File: src/design/key_irq_pkg.sv
package key_irq_pkg;

  // ---------------------------------------------------------------
  // Timing
  // ---------------------------------------------------------------
  localparam int CLK_HZ      = 50_000_000;  // System clock rate
  localparam int TICK_US     = 1000;        // Debounce tick, 1 ms
  localparam int TICK_CYCLES = CLK_HZ / 1_000_000 * TICK_US;
  localparam int DEB_W       = 6;           // Timer spans 0..63 ms

  // ---------------------------------------------------------------
  // Register map (byte addresses)
  // ---------------------------------------------------------------
  localparam int ADDR_W = 8;
  localparam logic [ADDR_W-1:0] OFF_KEY_CTRL   = 8'h00;
  localparam logic [ADDR_W-1:0] OFF_KEY_PINS   = 8'h04;
  localparam logic [ADDR_W-1:0] OFF_DEBOUNCE   = 8'h08;
  localparam logic [ADDR_W-1:0] OFF_PIN_CTRL   = 8'h0c;
  localparam logic [ADDR_W-1:0] OFF_PIN_SEL0   = 8'h10;  // One word per generator
  localparam logic [ADDR_W-1:0] OFF_PIN_CLEAR  = 8'h24;
  localparam logic [ADDR_W-1:0] OFF_PIN_FLAGS  = 8'h28;
  localparam logic [ADDR_W-1:0] OFF_STATUS     = 8'h2c;
  localparam logic [ADDR_W-1:0] OFF_MASK       = 8'h30;
  localparam logic [ADDR_W-1:0] OFF_PORT_VALUE = 8'h34;

  // ---------------------------------------------------------------
  // Field positions
  // ---------------------------------------------------------------
  localparam int KC_LEVEL_BIT = 0;
  localparam int KC_REL_BIT   = 1;
  localparam int KC_DEBON_BIT = 2;
  localparam int KC_REP_LSB   = 8;
  localparam int DB_GEN_LSB   = 8;
  localparam int PC_EDGE_LSB  = 8;

  // ---------------------------------------------------------------
  // Reset values and bus answers
  // ---------------------------------------------------------------
  localparam logic [DEB_W-1:0] RST_DEBOUNCE_LOAD_VALUE  = 6'h00;
  localparam logic [DEB_W-1:0] RST_KEY_REPEAT = 6'h00;
  localparam logic [1:0]       RESP_OKAY      = 2'h0;
  localparam logic [1:0]       RESP_SLVERR    = 2'h2;

  // ---------------------------------------------------------------
  // State machines
  // ---------------------------------------------------------------
  typedef enum logic [1:0] {K_IDLE, K_PRESS, K_HELD, K_REL} key_state_t;
  typedef enum logic [1:0] {P_IDLE, P_DEB, P_FLAG, P_WAIT} pin_state_t;

endpackage : key_irq_pkg

File: src/design/key_debounce_pin_irq.sv
// The AXI4-Lite interface to the registers and the placing of the registers were decided locally.
`timescale 1ns/100ps
// Functional notes
// - Active-low level: falling edge on an enabled key pin starts the key machine.
// - Key trigger loads debounce value; timer decrements once per 1 ms tick.
// - Expiry with key still hit: key interrupt, reload repeat value, repeat.
// - With release reporting on, release starts debounce, then one key interrupt.
// - Key debounce disabled: the debounce delay is bypassed.
// - Repeat value zero: no repeated key interrupts while held.
// - Level bit sets key polarity; release reporting off when its bit is clear.
// - A key pin joins scanning only when its enable bit is set; 24 pins.
// - Debounce covers 0 to 63 ms.
// - Five pin generators, each with own source select among 32 pins.
// - Polarity clear: high level on selected pin starts the generator; edge mode needs a rising transition.
// - Generator debounces with shared value; flags only if match holds at zero.
// - Each generator has its own debounce enable; clear means no delay.
// - Pin flag stays set until software writes its clear bit.
// - Edge mode: clear moves to wait-for-release; idle once the match is inactive.
module key_debounce_pin_irq
  import key_irq_pkg::*;
#(
  parameter int TICK_DIV  = TICK_CYCLES,
  parameter int KEY_PINS  = 24,
  parameter int PIN_COUNT = 32,
  parameter int NUM_GEN   = 5
) (
  // Clock and reset
  input  wire logic                 clk,
  input  wire logic                 rstn,
  // General purpose pins
  input  wire logic [PIN_COUNT-1:0] pin_in,
  // AXI4-Lite write
  input  wire logic [ADDR_W-1:0]    s_axi_awaddr,
  input  wire logic                 s_axi_awvalid,
  output logic                      s_axi_awready,
  input  wire logic [31:0]          s_axi_wdata,
  input  wire logic [3:0]           s_axi_wstrb,
  input  wire logic                 s_axi_wvalid,
  output logic                      s_axi_wready,
  output logic [1:0]                s_axi_bresp,
  output logic                      s_axi_bvalid,
  input  wire logic                 s_axi_bready,
  // AXI4-Lite read
  input  wire logic [ADDR_W-1:0]    s_axi_araddr,
  input  wire logic                 s_axi_arvalid,
  output logic                      s_axi_arready,
  output logic [31:0]               s_axi_rdata,
  output logic [1:0]                s_axi_rresp,
  output logic                      s_axi_rvalid,
  input  wire logic                 s_axi_rready,
  // Interrupts
  output logic                      key_scan_irq,
  output logic [NUM_GEN-1:0]        pin_event_irq,
  output logic                      irq
);

  localparam int SEL_W  = $clog2(PIN_COUNT);
  localparam int STAT_W = NUM_GEN + 1;
  localparam int TW     = $clog2(TICK_DIV + 1);

  // ---------------------------------------------------------------
  // Declarations
  // ---------------------------------------------------------------
  logic [PIN_COUNT-1:0] pins_m;
  logic [PIN_COUNT-1:0] pins_s;
  logic [TW-1:0]        tick_cnt;
  logic                 tick;
  logic                 key_active_level;
  logic                 release_irq_enable;
  logic                 key_debounce_on;
  logic [DEB_W-1:0]     key_rep;
  logic [KEY_PINS-1:0]  key_pin_select_bits;
  logic [DEB_W-1:0]     debounce_load_value;
  logic [NUM_GEN-1:0]   pin_irq_debounce_on;
  logic [NUM_GEN-1:0]   pin_irq_polarity;
  logic [NUM_GEN-1:0]   pin_irq_edge_mode;
  logic [SEL_W-1:0]     pin_irq_source_select [NUM_GEN];
  logic [STAT_W-1:0]    irq_status;
  logic [STAT_W-1:0]    irq_mask;
  logic [NUM_GEN-1:0]   pin_set;
  logic [NUM_GEN-1:0]   pin_clr;
  key_state_t           key_state;
  logic [DEB_W-1:0]     key_timer;
  logic [DEB_W-1:0]     key_load;
  logic [KEY_PINS-1:0]  key_lvl_pins;
  logic                 key_hit;
  logic                 key_hit_d;
  logic                 key_rise;
  logic                 aw_held;
  logic                 w_held;
  logic [ADDR_W-1:0]    aw_addr;
  logic [31:0]          wdata;
  logic [3:0]           wstrb;
  logic                 do_write;
  logic [31:0]          bmask;
  logic [32:0]          wr_old;
  logic [31:0]          wr_word;
  logic [32:0]          rd_word;
  logic                 stat_rd_clr;

  function automatic logic [ADDR_W-1:0] sel_off(input int i);
    return ADDR_W'(OFF_PIN_SEL0 + 4 * i);
  endfunction : sel_off

  // Register read view; bit 32 flags a mapped address
  function automatic logic [32:0] reg_read(input logic [ADDR_W-1:0] a);
    logic [32:0] r;
    r = '0;
    r[32] = 1'b1;
    case (a)
      OFF_KEY_CTRL: begin
        r[KC_LEVEL_BIT] = key_active_level;
        r[KC_REL_BIT]   = release_irq_enable;
        r[KC_DEBON_BIT] = key_debounce_on;
        r[KC_REP_LSB +: DEB_W] = key_rep;
      end
      OFF_KEY_PINS:   r[KEY_PINS-1:0] = key_pin_select_bits;
      OFF_DEBOUNCE: begin
        r[DEB_W-1:0] = debounce_load_value;
        r[DB_GEN_LSB +: NUM_GEN] = pin_irq_debounce_on;
      end
      OFF_PIN_CTRL: begin
        r[NUM_GEN-1:0] = pin_irq_polarity;
        r[PC_EDGE_LSB +: NUM_GEN] = pin_irq_edge_mode;
      end
      OFF_PIN_CLEAR:  r[31:0] = '0;  // Write-only, reads zero
      OFF_PIN_FLAGS:  r[NUM_GEN-1:0] = pin_event_irq;
      OFF_STATUS:     r[STAT_W-1:0] = irq_status;
      OFF_MASK:       r[STAT_W-1:0] = irq_mask;
      OFF_PORT_VALUE: r[PIN_COUNT-1:0] = pins_s;
      default: begin
        r[32] = 1'b0;
        for (int i = 0; i < NUM_GEN; i++) begin
          if (a == sel_off(i)) begin
            r[32] = 1'b1;
            r[SEL_W-1:0] = pin_irq_source_select[i];
          end
        end
      end
    endcase
    return r;
  endfunction : reg_read

  // ---------------------------------------------------------------
  // Pin synchroniser and 1 ms prescaler
  // ---------------------------------------------------------------
  // Pins are asynchronous; only pins_s is read by logic
  always_ff @(posedge clk or negedge rstn) begin
    if (!rstn) begin
      pins_m <= '0;
      pins_s <= '0;
    end else begin
      pins_m <= pin_in;
      pins_s <= pins_m;
    end
  end

  // One-cycle tick every millisecond; the first tick after a load may
  // come early, so a programmed delay of N ms lasts N-1 to N ms
  always_ff @(posedge clk or negedge rstn) begin
    if (!rstn) begin
      tick_cnt <= '0;
      tick     <= 1'b0;
    end else if (tick_cnt == TW'(TICK_DIV - 1)) begin
      tick_cnt <= '0;
      tick     <= 1'b1;
    end else begin
      tick_cnt <= tick_cnt + 1'b1;
      tick     <= 1'b0;
    end
  end

  // ---------------------------------------------------------------
  // AXI4-Lite slave
  // ---------------------------------------------------------------
  assign do_write    = aw_held & w_held;
  assign bmask       = {{8{wstrb[3]}}, {8{wstrb[2]}}, {8{wstrb[1]}}, {8{wstrb[0]}}};
  assign wr_word     = (wr_old[31:0] & ~bmask) | (wdata & bmask);
  assign stat_rd_clr = s_axi_arvalid & s_axi_arready & (s_axi_araddr == OFF_STATUS);
  assign pin_clr     = (do_write && aw_addr == OFF_PIN_CLEAR) ? wr_word[NUM_GEN-1:0] : '0;

  // Register views; a plain assign would wake only on the address, so a
  // second read of the same address would return a stale word
  always_comb begin
    wr_old  = reg_read(aw_addr);
    rd_word = reg_read(s_axi_araddr);
  end

  // Address and data are taken in either order, then answered together
  always_ff @(posedge clk or negedge rstn) begin
    if (!rstn) begin
      s_axi_awready <= 1'b1;
      s_axi_wready  <= 1'b1;
      s_axi_bvalid  <= 1'b0;
      s_axi_bresp   <= RESP_OKAY;
      aw_held       <= 1'b0;
      w_held        <= 1'b0;
      aw_addr       <= '0;
      wdata         <= '0;
      wstrb         <= '0;
    end else begin
      if (s_axi_awvalid && s_axi_awready) begin
        aw_addr       <= s_axi_awaddr;
        aw_held       <= 1'b1;
        s_axi_awready <= 1'b0;
      end
      if (s_axi_wvalid && s_axi_wready) begin
        wdata        <= s_axi_wdata;
        wstrb        <= s_axi_wstrb;
        w_held       <= 1'b1;
        s_axi_wready <= 1'b0;
      end
      if (do_write) begin
        aw_held      <= 1'b0;
        w_held       <= 1'b0;
        s_axi_bvalid <= 1'b1;
        s_axi_bresp  <= wr_old[32] ? RESP_OKAY : RESP_SLVERR;
      end
      if (s_axi_bvalid && s_axi_bready) begin
        s_axi_bvalid  <= 1'b0;
        s_axi_awready <= 1'b1;
        s_axi_wready  <= 1'b1;
      end
    end
  end

  // Reads answer one cycle after the address is taken
  always_ff @(posedge clk or negedge rstn) begin
    if (!rstn) begin
      s_axi_arready <= 1'b1;
      s_axi_rvalid  <= 1'b0;
      s_axi_rdata   <= '0;
      s_axi_rresp   <= RESP_OKAY;
    end else begin
      if (s_axi_arvalid && s_axi_arready) begin
        s_axi_arready <= 1'b0;
        s_axi_rvalid  <= 1'b1;
        s_axi_rdata   <= rd_word[31:0];
        s_axi_rresp   <= rd_word[32] ? RESP_OKAY : RESP_SLVERR;
      end
      if (s_axi_rvalid && s_axi_rready) begin
        s_axi_rvalid  <= 1'b0;
        s_axi_arready <= 1'b1;
      end
    end
  end

  // Control registers; byte strobes merge into the current value
  always_ff @(posedge clk or negedge rstn) begin
    if (!rstn) begin
      key_active_level    <= 1'b0;
      release_irq_enable  <= 1'b0;
      key_debounce_on     <= 1'b0;
      key_rep             <= RST_KEY_REPEAT;
      key_pin_select_bits <= '0;
      debounce_load_value <= RST_DEBOUNCE_LOAD_VALUE;
      pin_irq_debounce_on <= '0;
      pin_irq_polarity    <= '0;
      pin_irq_edge_mode   <= '0;
      irq_mask            <= '0;
      for (int i = 0; i < NUM_GEN; i++) begin
        pin_irq_source_select[i] <= '0;
      end
    end else if (do_write) begin
      case (aw_addr)
        OFF_KEY_CTRL: begin
          key_active_level   <= wr_word[KC_LEVEL_BIT];
          release_irq_enable <= wr_word[KC_REL_BIT];
          key_debounce_on    <= wr_word[KC_DEBON_BIT];
          key_rep            <= wr_word[KC_REP_LSB +: DEB_W];
        end
        OFF_KEY_PINS: key_pin_select_bits <= wr_word[KEY_PINS-1:0];
        OFF_DEBOUNCE: begin
          debounce_load_value <= wr_word[DEB_W-1:0];
          pin_irq_debounce_on <= wr_word[DB_GEN_LSB +: NUM_GEN];
        end
        OFF_PIN_CTRL: begin
          pin_irq_polarity  <= wr_word[NUM_GEN-1:0];
          pin_irq_edge_mode <= wr_word[PC_EDGE_LSB +: NUM_GEN];
        end
        OFF_MASK: irq_mask <= wr_word[STAT_W-1:0];
        default: begin
          for (int i = 0; i < NUM_GEN; i++) begin
            if (aw_addr == sel_off(i)) begin
              pin_irq_source_select[i] <= wr_word[SEL_W-1:0];
            end
          end
        end
      endcase
    end
  end

  // ---------------------------------------------------------------
  // Interrupt status
  // ---------------------------------------------------------------
  // Read clears, but an event in the same cycle survives the clear
  always_ff @(posedge clk or negedge rstn) begin
    if (!rstn) begin
      irq_status <= '0;
      irq        <= 1'b0;
    end else begin
      irq_status <= (stat_rd_clr ? '0 : irq_status) | {pin_set, key_scan_irq};
      irq        <= |(irq_status & irq_mask);
    end
  end

  // ---------------------------------------------------------------
  // Keyboard scanner
  // ---------------------------------------------------------------
  assign key_lvl_pins = key_active_level ? pins_s[KEY_PINS-1:0] : ~pins_s[KEY_PINS-1:0];
  assign key_hit      = |(key_lvl_pins & key_pin_select_bits);
  assign key_rise     = key_hit & ~key_hit_d;
  assign key_load     = key_debounce_on ? debounce_load_value : '0;

  // Bypass loads zero, so the check happens on the very next cycle
  always_ff @(posedge clk or negedge rstn) begin
    if (!rstn) begin
      key_state    <= K_IDLE;
      key_timer    <= '0;
      key_hit_d    <= 1'b0;
      key_scan_irq <= 1'b0;
    end else begin
      key_hit_d    <= key_hit;
      key_scan_irq <= 1'b0;
      unique case (key_state)
        K_IDLE: begin
          if (key_rise) begin
            key_timer <= key_load;
            key_state <= K_PRESS;
          end
        end
        K_PRESS: begin
          if (key_timer == '0) begin
            if (key_hit) begin
              key_scan_irq <= 1'b1;
              key_timer    <= key_rep;
              key_state    <= K_HELD;
            end else begin
              key_state <= K_IDLE;  // Glitch shorter than the debounce
            end
          end else if (tick) begin
            key_timer <= key_timer - 1'b1;
          end
        end
        K_HELD: begin
          if (!key_hit) begin
            if (release_irq_enable) begin
              key_timer <= key_load;
              key_state <= K_REL;
            end else begin
              key_state <= K_IDLE;
            end
          end else if (key_rep != '0) begin
            if (key_timer == '0) begin
              key_scan_irq <= 1'b1;
              key_timer    <= key_rep;
            end else if (tick) begin
              key_timer <= key_timer - 1'b1;
            end
          end
        end
        K_REL: begin
          if (key_timer == '0) begin
            key_scan_irq <= 1'b1;
            key_state    <= K_IDLE;
          end else if (tick) begin
            key_timer <= key_timer - 1'b1;
          end
        end
      endcase
    end
  end

  AST_KEY_START: assert property (@(posedge clk) disable iff (!rstn)
    key_state == K_IDLE && key_rise |=> key_state == K_PRESS)
    else $error("key press did not start debounce");

  AST_KEY_LOAD: assert property (@(posedge clk) disable iff (!rstn)
    key_state == K_IDLE && key_rise |=> key_timer == $past(key_load))
    else $error("key timer not loaded with debounce value");

  AST_KEY_DEC: assert property (@(posedge clk) disable iff (!rstn)
    key_state == K_PRESS && key_timer != '0 && tick
    |=> key_timer == $past(key_timer) - 1'b1)
    else $error("key timer did not count down on tick");

  AST_KEY_FIRE: assert property (@(posedge clk) disable iff (!rstn)
    key_state == K_PRESS && key_timer == '0 && key_hit
    |=> key_scan_irq && key_state == K_HELD ##1 !key_scan_irq)
    else $error("key interrupt missing after debounce");

  AST_KEY_NOREP: assert property (@(posedge clk) disable iff (!rstn)
    key_state == K_HELD && key_hit && key_rep == '0 |=> !key_scan_irq)
    else $error("repeat interrupt with zero repeat value");

  AST_KEY_NOREL: assert property (@(posedge clk) disable iff (!rstn)
    key_state == K_HELD && !key_hit && !release_irq_enable
    |=> key_state == K_IDLE ##1 !key_scan_irq)
    else $error("release reported while disabled");

  AST_KEY_REL: assert property (@(posedge clk) disable iff (!rstn)
    key_state == K_REL && key_timer == '0 |=> key_scan_irq && key_state == K_IDLE)
    else $error("release interrupt missing");

  // ---------------------------------------------------------------
  // Pin interrupt generators
  // ---------------------------------------------------------------
  for (genvar g = 0; g < NUM_GEN; g++) begin : gen_pin
    pin_state_t       st;
    logic [DEB_W-1:0] tmr;
    logic             mt;
    logic             mt_d;
    logic             start;
    logic             flag;
    logic             set_p;

    assign mt    = pins_s[pin_irq_source_select[g]] ^ pin_irq_polarity[g];
    assign start = pin_irq_edge_mode[g] ? (mt & ~mt_d) : mt;
    assign pin_event_irq[g] = flag;
    assign pin_set[g]       = set_p;

    // Level mode re-enters debounce from idle while the level persists
    always_ff @(posedge clk or negedge rstn) begin
      if (!rstn) begin
        st    <= P_IDLE;
        tmr   <= '0;
        mt_d  <= 1'b0;
        flag  <= 1'b0;
        set_p <= 1'b0;
      end else begin
        mt_d  <= mt;
        set_p <= 1'b0;
        unique case (st)
          P_IDLE: begin
            if (start) begin
              tmr <= pin_irq_debounce_on[g] ? debounce_load_value : '0;
              st  <= P_DEB;
            end
          end
          P_DEB: begin
            if (tmr == '0) begin
              if (mt) begin
                flag  <= 1'b1;
                set_p <= 1'b1;
                st    <= P_FLAG;
              end else begin
                st <= P_IDLE;
              end
            end else if (tick) begin
              tmr <= tmr - 1'b1;
            end
          end
          P_FLAG: begin
            if (pin_clr[g]) begin
              flag <= 1'b0;
              st   <= pin_irq_edge_mode[g] ? P_WAIT : P_IDLE;
            end
          end
          P_WAIT: begin
            if (!mt) begin
              st <= P_IDLE;
            end
          end
        endcase
      end
    end

    AST_PIN_SET: assert property (@(posedge clk) disable iff (!rstn)
      st == P_DEB && tmr == '0 && mt |=> flag && set_p ##1 !set_p)
      else $error("pin flag not set after debounce");

    AST_PIN_NOSET: assert property (@(posedge clk) disable iff (!rstn)
      st == P_DEB && tmr == '0 && !mt |=> !flag && st == P_IDLE)
      else $error("pin flag set without match");

    AST_PIN_HOLD: assert property (@(posedge clk) disable iff (!rstn)
      flag && !pin_clr[g] |=> flag)
      else $error("pin flag dropped without clear");

    AST_PIN_WAIT: assert property (@(posedge clk) disable iff (!rstn)
      st == P_FLAG && pin_clr[g] && pin_irq_edge_mode[g] |=> st == P_WAIT && !flag)
      else $error("edge mode clear did not wait for release");
  end

endmodule : key_debounce_pin_irq

File: config.mk
export PLATFORM = sky130hd
export DESIGN_NAME = key_debounce_pin_irq
export DESIGN_NICKNAME = d
export VERILOG_FILES = /design/src/design/key_irq_pkg.sv /design/src/design/key_debounce_pin_irq.sv
export SDC_FILE = /design/constraint.sdc
export NUM_CORES = 1
export LEC_CHECK = 0
export ABC_AREA = 1
export BUFFER_PORTS_ARGS = -buffer_cell sky130_fd_sc_hd__buf_2
export CAP_MARGIN = 20
export CORE_ASPECT_RATIO = 1.1
export CORE_MARGIN = 2
export CORE_UTILIZATION = 53
export CTS_BUF_LIST = sky130_fd_sc_hd__clkbuf_8 sky130_fd_sc_hd__clkbuf_16
export DETAILED_ROUTE_END_ITERATION = 7
export GPL_ROUTABILITY_DRIVEN = 1
export HOLD_SLACK_MARGIN = 0.15
export PLACE_DENSITY_LB_ADDON = 0.2
export SETUP_SLACK_MARGIN = 0.15
export SYNTH_ARGS = -nofsm -noshare
export SYNTH_HDL_FRONTEND = slang
export SYNTH_SLANG_ARGS = --single-unit
File: constraint.sdc
create_clock -name clk -period 2.5 [get_ports clk]
set_clock_uncertainty 0.15 [all_clocks]
set_input_delay 0.25 -clock clk [delete_from_list [all_inputs] [get_ports clk]]
set_output_delay 0.25 -clock clk [all_outputs]
set_load 0.02 [all_outputs]
Yosys cells after proc, flatten, opt, wreduce, memory -nomap -nowiden
Index checks and enable logic that the tools add are counted.
{"block": "word_totals", "ff_bits": 316, "memories": 0, "latch_bits": 0, "mem_bits_rw": 0, "romBits": 0}
{"block": "classes", "eq_ne": 88, "add_sub_neg": 7, "mul": 0, "n_shift": 0, "n_reduce_logical": 71, "magnitude_cmp": 5, "n_mux": 192, "n_bitwise": 29, "n_div": 0}
{"op": "2-to-1 mux 6 bit", "n": 31}
{"op": "== test 8 x 6 -> 1 bit, second input constant", "n": 12}
{"op": "!= test 2 bit, second input constant", "n": 40}
{"op": "2-to-1 mux 2 bit", "n": 38}
{"op": "bitwise AND 24 bit", "n": 3}
{"op": "2-to-1 mux 1 bit", "n": 72}
{"op": "== test 8 x 5 -> 1 bit, second input constant", "n": 8}
{"op": "AND reduction 4 bit", "n": 16}
{"op": "case mux 6 bit (2 select lines)", "n": 5}
{"op": "2-to-1 mux 5 bit", "n": 11}
{"op": "case mux 3 bit (9 select lines)", "n": 2}
{"op": "case mux 5 bit (5 select lines)", "n": 2}
{"op": "NOT 24 bit", "n": 2}
{"op": "case mux 2 bit (4 select lines)", "n": 6}
{"op": "case mux 10 bit (2 select lines)", "n": 2}
{"op": "zero test 6 bit", "n": 6}
{"op": "subtractor 6 x 1 -> 6 bit, second input constant", "n": 6}
{"op": "== test 8 x 4 -> 1 bit, second input constant", "n": 4}
{"op": "case mux 2 bit (8 select lines)", "n": 2}
{"op": "nonzero test 2 bit", "n": 16}
{"op": "< comparator 5 x 6 -> 1 bit, second input constant", "n": 5}
{"op": "binary-select mux 1 bit (select 5 bit)", "n": 5}
{"op": "== test 2 bit, second input constant", "n": 12}
{"op": "2-to-1 mux 24 bit", "n": 1}
{"op": "30 further kinds", "n": 85}

Depth between registers and ports, before layout
Gate-level depths: netlist (run 1).
{"block": "depth", "word_depth": 12, "depth_mapped": 17, "mapped_depth_nobuf": 15}

Worst setup path after synthesis (run 1)
No wires, ideal clock.
{"block": "synth_path", "path_type": "register to register", "from": "register key_state[0]", "to": "register key_timer[1]", "period_less_slack_ns": 1.973, "t_required_ns": 2.234, "path_slack_ns": 0.527, "setup_time_ns": 0.116, "path_buffers": 0, "stages_incl_launch_ff": 10, "arrival_ns": 1.707, "path_cell_list": "dfrtp_1 inv_1 ha_1 inv_1 nor4_1 nand2_4 nand3_4 nor2_1 nand2_1 nand2_1"}
{"block": "synth_between", "elab_chain_cells": 3, "elab_cells_between_ends": 11}
{"element": "start: declaration", "line": "key_debounce_pin_irq.sv:82", "text": "key_state_t key_state;"}
{"element": "start signal: assignment", "line": "key_debounce_pin_irq.sv:318", "text": "key_state <= K_IDLE;"}
{"element": "start signal: assignment", "line": "key_debounce_pin_irq.sv:329", "text": "key_state <= K_PRESS;"}
{"element": "start signal: assignment", "line": "key_debounce_pin_irq.sv:337", "text": "key_state <= K_HELD;"}
{"element": "== test 2 bit (tied with other cells)", "line": "key_debounce_pin_irq.sv:325", "text": "unique case (key_state)"}
{"element": "!= test 3 bit (no line) or != test 2 bit (tied branches)"}
{"element": "AND reduction 5 bit (no line)"}
{"element": "end signal: assignment", "line": "key_debounce_pin_irq.sv:328", "text": "key_timer <= key_load;"}
{"element": "end signal: assignment", "line": "key_debounce_pin_irq.sv:336", "text": "key_timer <= key_rep;"}
{"element": "end signal: assignment", "line": "key_debounce_pin_irq.sv:342", "text": "key_timer <= key_timer - 1'b1;"}
{"element": "end: declaration", "line": "key_debounce_pin_irq.sv:83", "text": "logic [DEB_W-1:0] key_timer;"}
Parallel ways exist; a longest one is shown, timed or not.
A chain may end at the register's enable or synchronous reset.

Final worst setup path (run 1)
{"block": "layout_path", "from": "register pin_irq_source_select[15] (netlist name)", "to": "register gen_pin[1].st[1]"}
{"block": "layout_between", "elab_chain_cells": 7, "elab_cells_between_ends": 11}
{"element": "start: declaration", "line": "key_debounce_pin_irq.sv:77", "text": "logic [SEL_W-1:0] pin_irq_source_select [NUM_GEN];"}
{"element": "start signal: indexed assignment", "line": "key_debounce_pin_irq.sv:285", "text": "pin_irq_source_select[i] <= wr_word[SEL_W-1:0];"}
{"element": "binary-select mux 1 bit (select 5 bit) *", "line": "key_debounce_pin_irq.sv:417", "text": "assign mt = pins_s[pin_irq_source_select[g]] ^ pin_irq_polarity[g];"}
{"element": "2-to-1 mux 1 bit (implied by the code) *", "line": "key_debounce_pin_irq.sv:417"}
{"element": "bitwise XOR 1 bit *", "line": "key_debounce_pin_irq.sv:417"}
{"element": "bitwise AND 1 bit", "line": "key_debounce_pin_irq.sv:418", "text": "assign start = pin_irq_edge_mode[g] ? (mt & ~mt_d) : mt;"}
{"element": "2-to-1 mux 1 bit", "line": "key_debounce_pin_irq.sv:418"}
{"element": "!= test 2 bit (no line)"}
{"element": "AND reduction 4 bit (no line)"}
{"element": "end signal: assignment", "line": "key_debounce_pin_irq.sv:456", "text": "st <= pin_irq_edge_mode[g] ? P_WAIT : P_IDLE;"}
{"element": "end: declaration", "line": "key_debounce_pin_irq.sv:409", "text": "pin_state_t st;"}
Every way passes the cells marked *; elsewhere a longest branch is shown, timed or not. The select of a mux whose other input is x is not followed.

==> flow_summary_export.csv, run 1 <==
group,metric,value,unit
floorplanning,ios,139,
drt,antenna_left,0,
power_and_ir_drop,p_leak,10.4,nW
critical_path,critPathMaxFanout,6,
grt,overflow,0,
timing,slew_headroom,0.596,
logic_synthesis,synth_compound_area_frac,0.130,
cts,cts_max_path_buffers,3,
floorplanning,rows,69,
logic_synthesis,synth-seq-cells,314,
floorplanning,die_h,193,um
drt,drt_iter0_drc,1860,
cells_and_area,final_util,0.661,
cts,htreeDepth,2,
critical_path,critPathLaunchType,"flip-flop",
drt,via_per_inst,5.72,
timing,hold_viol,0,
grt,groute.usage.overall,0.357,
logic_synthesis,synthAdderAreaFrac,0.0131,
grt,grt_pass1_vias,16500,
floorplanning,dieArea,33900,um^2
logic_synthesis,synth-simple-area-share,0.301,
worst_hold_path,hold_path.class,"in -> async",
placement,globalplace.congestion,0.985,
cts,root_buffer,"clkbuf_16",
flow_run,cap_viol_max_count,0,
timing,post-route-min-period,2.28,ns
logic_synthesis,synth_top_family_by_area,"simple AND/OR/NAND/NOR gates",
timing,worst_pin_slew,0.604,ns
cells_and_area,synthToLayoutAreaGrowth,23.5,%
critical_path,cp.arrival,2.58,ns
cts,cts_inserted_buffers,36,
cts,cts_tree,"done",
timing,fmax,439,MHz
cells_and_area,nets,2688,
logic_synthesis,synth_edf_count,0,
logic_synthesis,synth_top_area_frac,0.453,
placement,hpwl,44200,um
logic_synthesis,syn_avg_cell_area,7.49,um^2
logic_synthesis,synth_xor_area_frac,0.0117,
cells_and_area,layout_commonest_cell,"nand2_1",
timing,timing.hold.ws,0.129,ns
drt,route.vias.total,17300,
floorplanning,start_util,0.535,
drt,route.detailed.drc,0,
logic_synthesis,synth.cell_area,17200,um^2
logic_synthesis,yosysSeqAreaShare,0.458,
logic_synthesis,synthArstFlopShare,1.00,
cells_and_area,drive_above_1_share,0.169,
timing,grt_setup_unrepaired,"yes",
critical_path,cp.required,2.80,ns
grt,grt_max_degree,64,
critical_path,critPathKind,"reg -> reg",
power_and_ir_drop,peakVddDrop,677,uV
floorplanning,die_width,176,um
critical_path,critPathCaptureType,"flip-flop",
run_status,outcome,"finished clean",
logic_synthesis,synth_cell_types,57,
grt,grt_pass1_wl,92100,um
cts,clkLatencyLatePin,0.53,ns
placement,io_buffers,127,
drt,wl_per_cell,19.9,um
drt,wirelength,60300,um
power_and_ir_drop,total_power,23.9,mW
logic_synthesis,synthMuxAreaShare,0.00240,
logic_synthesis,syn_inst,2295,
timing,tns,0,ns
drt,drt-pass1-iter-count,6,
logic_synthesis,synth_area_leaders,"dfrtp_1 45%, nand2_1 16%, nand3_1 7.2%",
floorplanning,core_area,32100,um^2
grt,antenna_found_initial,1,
timing,min_period_over_period,0.911,
cts,clock_sinks,314,
cells_and_area,layout_common_cells,"701 x nand2_1, 288 x dfrtp_1, 245 x inv_1, 235 x nand3_1, 162 x nor2_1",
critical_path,rrSetupSlack,0.22,ns
cts,clkTransAtPathRegs,0.06,ns
timing,setup_violations,0,
power_and_ir_drop,p_per_area,1130,nW/um^2
logic_synthesis,synth_warnings,0,
logic_synthesis,synth_ff_type,"dfrtp_1",
logic_synthesis,synth_area_leader_cell,"dfrtp_1",
timing,finalMaxSlewViolations,0,
## cell type report
cell class | instances | area, um^2
Multi-Input combinational cell | 1638 | 8070
Clock inverter | 21 | 216
Fill cell | 2789 | 10900
Sequential cell | 314 | 7890
Timing Repair Buffer | 327 | 2490
Tap cell | 426 | 533
Clock buffer | 42 | 995
Antenna cell | 1 | 2.50
Inverter | 262 | 1020
## synthesized netlist by cell type (3+ instances only)
master,number
o211ai_1,7
nand4_1,15
nand2_1,712
o32ai_1,5
clkinv_1,7
o21ai_0,141
o21bai_1,10
nand3_2,5
dfrtp_1,311
a21oi_1,66
o31ai_1,16
nor2_1,168
a22oi_1,13
xnor2_1,8
nand3_1,246
o22ai_1,49
xor2_1,15
nor2_2,6
inv_4,4
inv_1,242
nand2_2,14
nand2_4,4
or2_2,8
buf_2,22
nor2_4,4
nor4_1,6
nor3_1,10
clkbuf_1,36
nand3b_1,6
o21ai_1,29
mux2i_1,3
ha_1,18
dfstp_2,3
a221oi_1,17
o22a_1,6
buf_4,14
inv_2,9
buf_6,9
o221ai_1,4
a31oi_1,3
## critical path, cell delays in order (launching register included)
cell	delay (ns)
dfrtp_2	0.46
buf_4	0.17
nand2_1	0.06
nand3_1	0.08
nand3_1	0.09
nand2_1	0.11
nand2_1	0.10
nand2_1	0.06
nand2_1	0.11
nand2_1	0.07
nand2_1	0.13
nand3_1	0.11
nand2_2	0.17
buf_4	0.14
nand2_1	0.04
o21bai_1	0.14
## state kept, by name, indices dropped and copies added, names as in the netlist, 8 cells and up
register and cells:
pins_m 32, aw_addr 8, wdata 24, gen_pin.st 10, s_axi_rdata 32, pin_irq_source_select 25
tick_cnt 16, pins_s 32, key_pin_select_bits 24, gen_pin.tmr 30
## logic make-up (layout without fill, tap and decap cells)
group	count (synthesis)	in the layout
and+or+nand+nor	1213	1213
xor gates and xnor gates	23	23
buffers and inverters	345	652
DFF	314	314
AOI/OAI and AO/OA	377	378
adders and majority gates	18	18
other	1	3
muxes	4	4
## power by group
part / total (mW) / internal (mW) / switching [mW]
combinational: 10.4 / 3.66 / 6.69
clock: 5.42 / 3.26 / 2.16
sequential: 8.13 / 6.53 / 1.61
total: 23.9 / 13.5 / 10.5
## worst paths after layout
| kind | to | start | depth (start not counted) |
|---|---|---|---|
| worst min register to register | pins_s[27] | pins_m[27] | 0 |
| min in group clk | s_axi_rresp[1] | s_axi_araddr[4] | 4 |
| worst max-delay path | gen_pin[1].st[1] | pin_irq_source_select[15] | 15 |
| worst max register to register | gen_pin[1].st[1] | pin_irq_source_select[15] | 15 |
| worst min-delay path | key_state[1] | rstn | 2 |
| max in group asynchronous | s_axi_wready | rstn | 3 |
## per-layer routing
metal	GRT usage	vias up	share of wire
met5	0	-	0.00022
met4	0.189	2	0.057
met3	0.0559	182	0.080
met2	0.589	870	0.47
met1	0.453	8231	0.40
li1	-	8060	-
## metrics by stage
| step | worst slack [ns] | instances | area, um^2 |
|---|---|---|---|
| 2_1_floorplan | 0.527 | 2296 | 17200 |
| 3_3_place_gp | 0.103 | 2875 | 18800 |
| 3_5_place_dp | 0.0694 | 2875 | 18800 |
| 4_1_cts | 0.161 | 3018 | 20900 |
| 5_1_grt | 0.0836 | 3030 | 21200 |
| 6_report | 0.223 | 3031 | 21200 |
## timing repair
| item | 4_1_cts | 5_1_grt |
|---|---|---|
| buffers inserted | 4 | 11 |
| cloned | 0 | 1 |
| setup endpoints to repair | 37 | 87 |
| pin swaps | 1 | 6 |
| hold buffers | 76 | 0 |
| endpoints found under the hold margin | 345 | 0 |
| gates resized for setup | 15 | 80 |
(Power assumes the default switching activity.)
==> run 2: changes to the inputs <==
- REMOVE_ABC_BUFFERS: not set -> 1
==> flow_summary_export.csv, run 2 (synthesis results as in run 1) <==
group,metric,value,unit
floorplanning,core_area,32100,um^2
floorplanning,dieArea,33900,um^2
placement,hpwl,41400,um
critical_path,critPathMaxFanout,8,
cells_and_area,layout_commonest_cell,"nand2_1",
critical_path,critPathCaptureType,"flip-flop",
drt,via_per_inst,5.74,
drt,drt-pass1-iter-count,5,
floorplanning,die_width,176,um
timing,setup_violations,0,
cells_and_area,nets,2671,
drt,route.detailed.drc,0,
cts,clkTransAtPathRegs,0.06,ns
power_and_ir_drop,total_power,23.8,mW
critical_path,r2r_end,"gen_pin[0].st[0]",
critical_path,cp.required,2.76,ns
drt,antenna_left,0,
cts,htreeDepth,2,
worst_hold_path,min_path_cells,0,
floorplanning,rows,69,
cts,clkLatencyLatePin,0.53,ns
drt,route.vias.total,17300,
grt,grt_pass1_wl,89400,um
placement,globalplace.congestion,1.03,
timing,fmax,435,MHz
drt,wl_per_cell,19.3,um
worst_hold_path,hold_path.class,"reg -> reg",
cts,cts_inserted_buffers,36,
cells_and_area,multiInputGateArea,8190,um^2
cells_and_area,synthToLayoutAreaGrowth,22.9,%
critical_path,critPathLaunchType,"flip-flop",
cells_and_area,fin_area,21100,um^2
placement,io_buffers,127,
cells_and_area,n_antenna_cell,0,
power_and_ir_drop,p_leak,10.3,nW
timing,hold_viol,0,
timing,slew_headroom,0.575,
timing,min_period_over_period,0.920,
worst_hold_path,hp-start,"pins_m[13]",
run_status,outcome,"finished clean",
critical_path,cp.arrival,2.56,ns
power_and_ir_drop,p_per_area,1130,nW/um^2
critical_path,critPathKind,"reg -> reg",
cells_and_area,largest_registers,"pins_m x32, pins_s x32, s_axi_rdata x32",
drt,drt_iter0_drc,1782,
timing,grt_setup_unrepaired,"yes",
cells_and_area,final_util,0.657,
cells_and_area,seq_area,7880,um^2
critical_path,rrSetupSlack,0.20,ns
floorplanning,ios,139,
cells_and_area,fill_cells,2777,
worst_hold_path,whs_endpoint,"pins_s[13]",
timing,finalMaxSlewViolations,0,
drt,wirelength,58300,um
critical_path,reg2regPathDepth,14,
cts,clock_sinks,314,
timing,post-route-min-period,2.30,ns
timing,layout_setup_ws,0.200,ns
placement,pre_cts_ws,0.0550,ns
grt,overflow,0,
cells_and_area,fin_cells,3012,
cts,root_buffer,"clkbuf_16",
flow_run,cap_viol_max_count,0,
placement,dpl-instance-area,18600,um^2
cts,cts_tree,"done",
grt,antenna_found_initial,0,
placement,placed_cells,2846,
timing,worst_pin_slew,0.636,ns
critical_path,r2r-start,"pin_irq_source_select[20]",
grt,grt_pass1_vias,16500,
power_and_ir_drop,peakVddDrop,682,uV
grt,grt_max_degree,91,
cells_and_area,drive_above_1_share,0.167,
timing,timing.hold.ws,0.196,ns
grt,groute.usage.overall,0.341,
cts,cts_max_path_buffers,3,
cells_and_area,layout_common_cells,"691 x nand2_1, 295 x dfrtp_1, 243 x inv_1, 224 x nand3_1, 164 x nor2_1",
floorplanning,start_util,0.535,
floorplanning,die_h,193,um
timing,tns,0,ns
[run 2: cell types whose count changed in the layout (fill, tap and decap cells not counted), sizes merged]
cell / previous run / this run
buf: 251 / 229
diode: 1 / 0
dlygate4sd3: 76 / 77
inv: 261 / 260
bufinv: 4 / 3
clkinvlp: 5 / 10
[run 2: how the worst max path moves through the flow]
| stage | slack [ns] | to | startpoint | cells after the start |
|---|---|---|---|---|
| floorplan | 0.03 | s_axi_rresp[1] | s_axi_arready | 4 |
| global placement | 0.13 | gen_pin[4].tmr[3] | pin_irq_source_select[0] | 15 |
| detailed placement | 0.05 | gen_pin[0].tmr[2] | pin_irq_source_select[20] | 13 |
| CTS | 0.15 | gen_pin[4].tmr[1] | pin_irq_source_select[0] | 14 |
| global route | 0.06 | gen_pin[0].tmr[5] | pin_irq_source_select[20] | 14 |
| finish | 0.20 | gen_pin[0].st[0] | pin_irq_source_select[20] | 14 |
[run 2: final cells by class]
| cell class | count | share of cell area |
|---|---|---|
| timing repair inverter | 4 | 0.00124 |
| sequential | 314 | 0.373 |
| timing repair buffer | 306 | 0.108 |
| inverter | 262 | 0.0487 |
| tap | 426 | 0.0252 |
| clock inverter | 20 | 0.00865 |
| multi-input combinational | 1638 | 0.388 |
| clock buffer | 42 | 0.0471 |
[run 2: routing by layer]
| metal | global-route usage | routed length (um) |
|---|---|---|
| met5 | 0 | 0 |
| met3 | 0.0479 | 4640 |
| met2 | 0.569 | 27500 |
| met4 | 0.189 | 3410 |
| met1 | 0.428 | 22700 |
[run 2: report_power, final]
part / leakage, nW / switching (mW) / internal (mW)
clock network: 0.593 / 2.12 / 3.15
logic: 5.74 / 6.83 / 3.77
registers: 3.96 / 1.45 / 6.53
[run 2: worst max-delay path, stage by stage (launching register included)]
cell,delay [ns]
dfrtp_2,0.48
clkinvlp_4,0.24
nand2_2,0.12
nand3_2,0.07
nand3_1,0.09
nand2_1,0.08
nand2_1,0.06
nand3b_1,0.20
nand3_4,0.21
buf_6,0.11
nand3_2,0.09
nand2_2,0.07
inv_1,0.06
nand4_1,0.09
nand2_1,0.06
[run 2: what timing repair did]
| action | CTS | global route |
|---|---|---|
| gates cloned | 2 | 3 |
| setup buffers | 2 | 20 |
| endpoints found under the setup margin | 25 | 113 |
| resized for setup | 12 | 100 |
| pin swaps | 1 | 15 |
| hold buffers | 77 | 0 |
| endpoints found under the hold margin | 385 | 0 |
==> run 3: changes to the inputs <==
- CTS_BUF_LIST: sky130_fd_sc_hd__clkbuf_8 sky130_fd_sc_hd__clkbuf_16 -> not set
==> flow_summary_export.csv, run 3 (synthesis results as in run 1) <==
group,metric,value,unit
drt,via_per_inst,5.75,
cells_and_area,drive_above_1_share,0.167,
placement,globalplace.congestion,1.03,
cells_and_area,fin_cells,3012,
timing,layout_setup_ws,0.196,ns
cells_and_area,synthToLayoutAreaGrowth,22.9,%
floorplanning,dieArea,33900,um^2
critical_path,cp.required,2.76,ns
placement,placed_cells,2846,
power_and_ir_drop,peakVddDrop,682,uV
cells_and_area,largest_registers,"pins_m x32, pins_s x32, s_axi_rdata x32",
cells_and_area,fin_area,21100,um^2
cells_and_area,fill_cells,2777,
grt,grt_pass1_vias,16500,
timing,fmax,434,MHz
cells_and_area,layout_commonest_cell,"nand2_1",
cts,clkTransAtPathRegs,0.06,ns
power_and_ir_drop,total_power,23.9,mW
timing,slew_headroom,0.576,
grt,grt_max_degree,91,
cts,htreeDepth,2,
floorplanning,start_util,0.535,
cells_and_area,nets,2671,
power_and_ir_drop,p_per_area,1130,nW/um^2
placement,pre_cts_ws,0.0550,ns
timing,finalMaxSlewViolations,0,
flow_run,cap_viol_max_count,0,
drt,antenna_left,0,
cts,cts_inserted_buffers,36,
cts,cts_tree,"done",
cts,cts_max_path_buffers,3,
floorplanning,ios,139,
grt,overflow,0,
critical_path,critPathKind,"reg -> reg",
timing,grt_setup_unrepaired,"yes",
power_and_ir_drop,p_leak,10.3,nW
run_status,outcome,"finished clean",
drt,wl_per_cell,19.4,um
floorplanning,die_width,176,um
cells_and_area,seq_area,7880,um^2
worst_hold_path,hold_path.class,"reg -> reg",
cts,clock_sinks,314,
drt,drt-pass1-iter-count,6,
critical_path,cp.arrival,2.56,ns
timing,min_period_over_period,0.922,
critical_path,critPathCaptureType,"flip-flop",
timing,post-route-min-period,2.30,ns
drt,drt_iter0_drc,1769,
critical_path,critPathLaunchType,"flip-flop",
timing,worst_pin_slew,0.634,ns
cells_and_area,layout_common_cells,"691 x nand2_1, 295 x dfrtp_1, 238 x inv_1, 224 x nand3_1, 164 x nor2_1",
grt,groute.usage.overall,0.341,
floorplanning,rows,69,
drt,wirelength,58300,um
cells_and_area,multiInputGateArea,8190,um^2
placement,hpwl,41400,um
cts,clkLatencyLatePin,0.53,ns
cells_and_area,n_antenna_cell,0,
floorplanning,core_area,32100,um^2
timing,setup_violations,0,
cts,root_buffer,"clkbuf_16",
timing,hold_viol,0,
grt,grt_pass1_wl,89400,um
timing,tns,0,ns
critical_path,critPathMaxFanout,8,
placement,io_buffers,127,
grt,antenna_found_initial,0,
placement,dpl-instance-area,18600,um^2
drt,route.detailed.drc,0,
drt,route.vias.total,17300,
floorplanning,die_h,193,um
-- run 3: layer usage --
metal / track usage / wire length [um]
met1: 0.428 / 22600
met3: 0.0479 / 4760
met2: 0.569 / 27400
met5: 0 / 0
met4: 0.189 / 3480
-- run 3: path summary, 6_finish.rpt --
path,to,depth (start not counted),start,slack (ns)
setup / recovery,gen_pin[0].st[0],14,pin_irq_source_select[20],0.20
hold / removal,pins_s[13],0,pins_m[13],0.20
setup reg to reg,gen_pin[0].st[0],14,pin_irq_source_select[20],0.20
hold reg to reg,pins_s[13],0,pins_m[13],0.20
max in group asynchronous,pin_irq_source_select[15],4,rstn,0.75
min in group asynchronous,s_axi_rvalid,3,rstn,0.59
-- run 3: power by group --
| group | internal, mW | switching, mW |
|---|---|---|
| Combinational | 3.77 | 6.83 |
| Sequential | 6.53 | 1.45 |
| Clock | 3.17 | 2.13 |
-- run 3: per-stage QoR --
stage,hold slack [ns],utilization
6_report,0.196,0.657
2_1_floorplan,-0.196,-
5_1_grt,0.201,0.657
3_5_place_dp,0.0596,0.578
4_1_cts,0.189,0.641
3_3_place_gp,0.0570,0.578
-- run 3: timing repair --
action	in CTS	in global routing
setup buffers	2	20
pin swaps	1	15
hold endpoints to repair	385	0
endpoints found under the setup margin	25	113
resized for setup	12	100
gates cloned	2	3
hold buffers	77	0
-- run 3: cell type report --
type	count	share of cell area
timing repair buffer	306	0.108
multi-input combinational	1638	0.388
timing repair inverter	4	0.00124
sequential	314	0.373
clock inverter	15	0.00776
clock buffer	47	0.0480
tap	426	0.0252
inverter	262	0.0487
-- run 3: worst max-delay path, cell delays in order (launching register included) --
cell        delay, ns
dfrtp_2          0.48
clkinvlp_4       0.24
nand2_1          0.11
nand3_1          0.06
nand3_1          0.10
nand2_2          0.09
nand2_1          0.06
nand3b_1         0.20
nand3_4          0.21
buf_6            0.11
nand3_2          0.09
nand2_2          0.07
inv_1            0.06
nand4_1          0.09
nand2_1          0.06
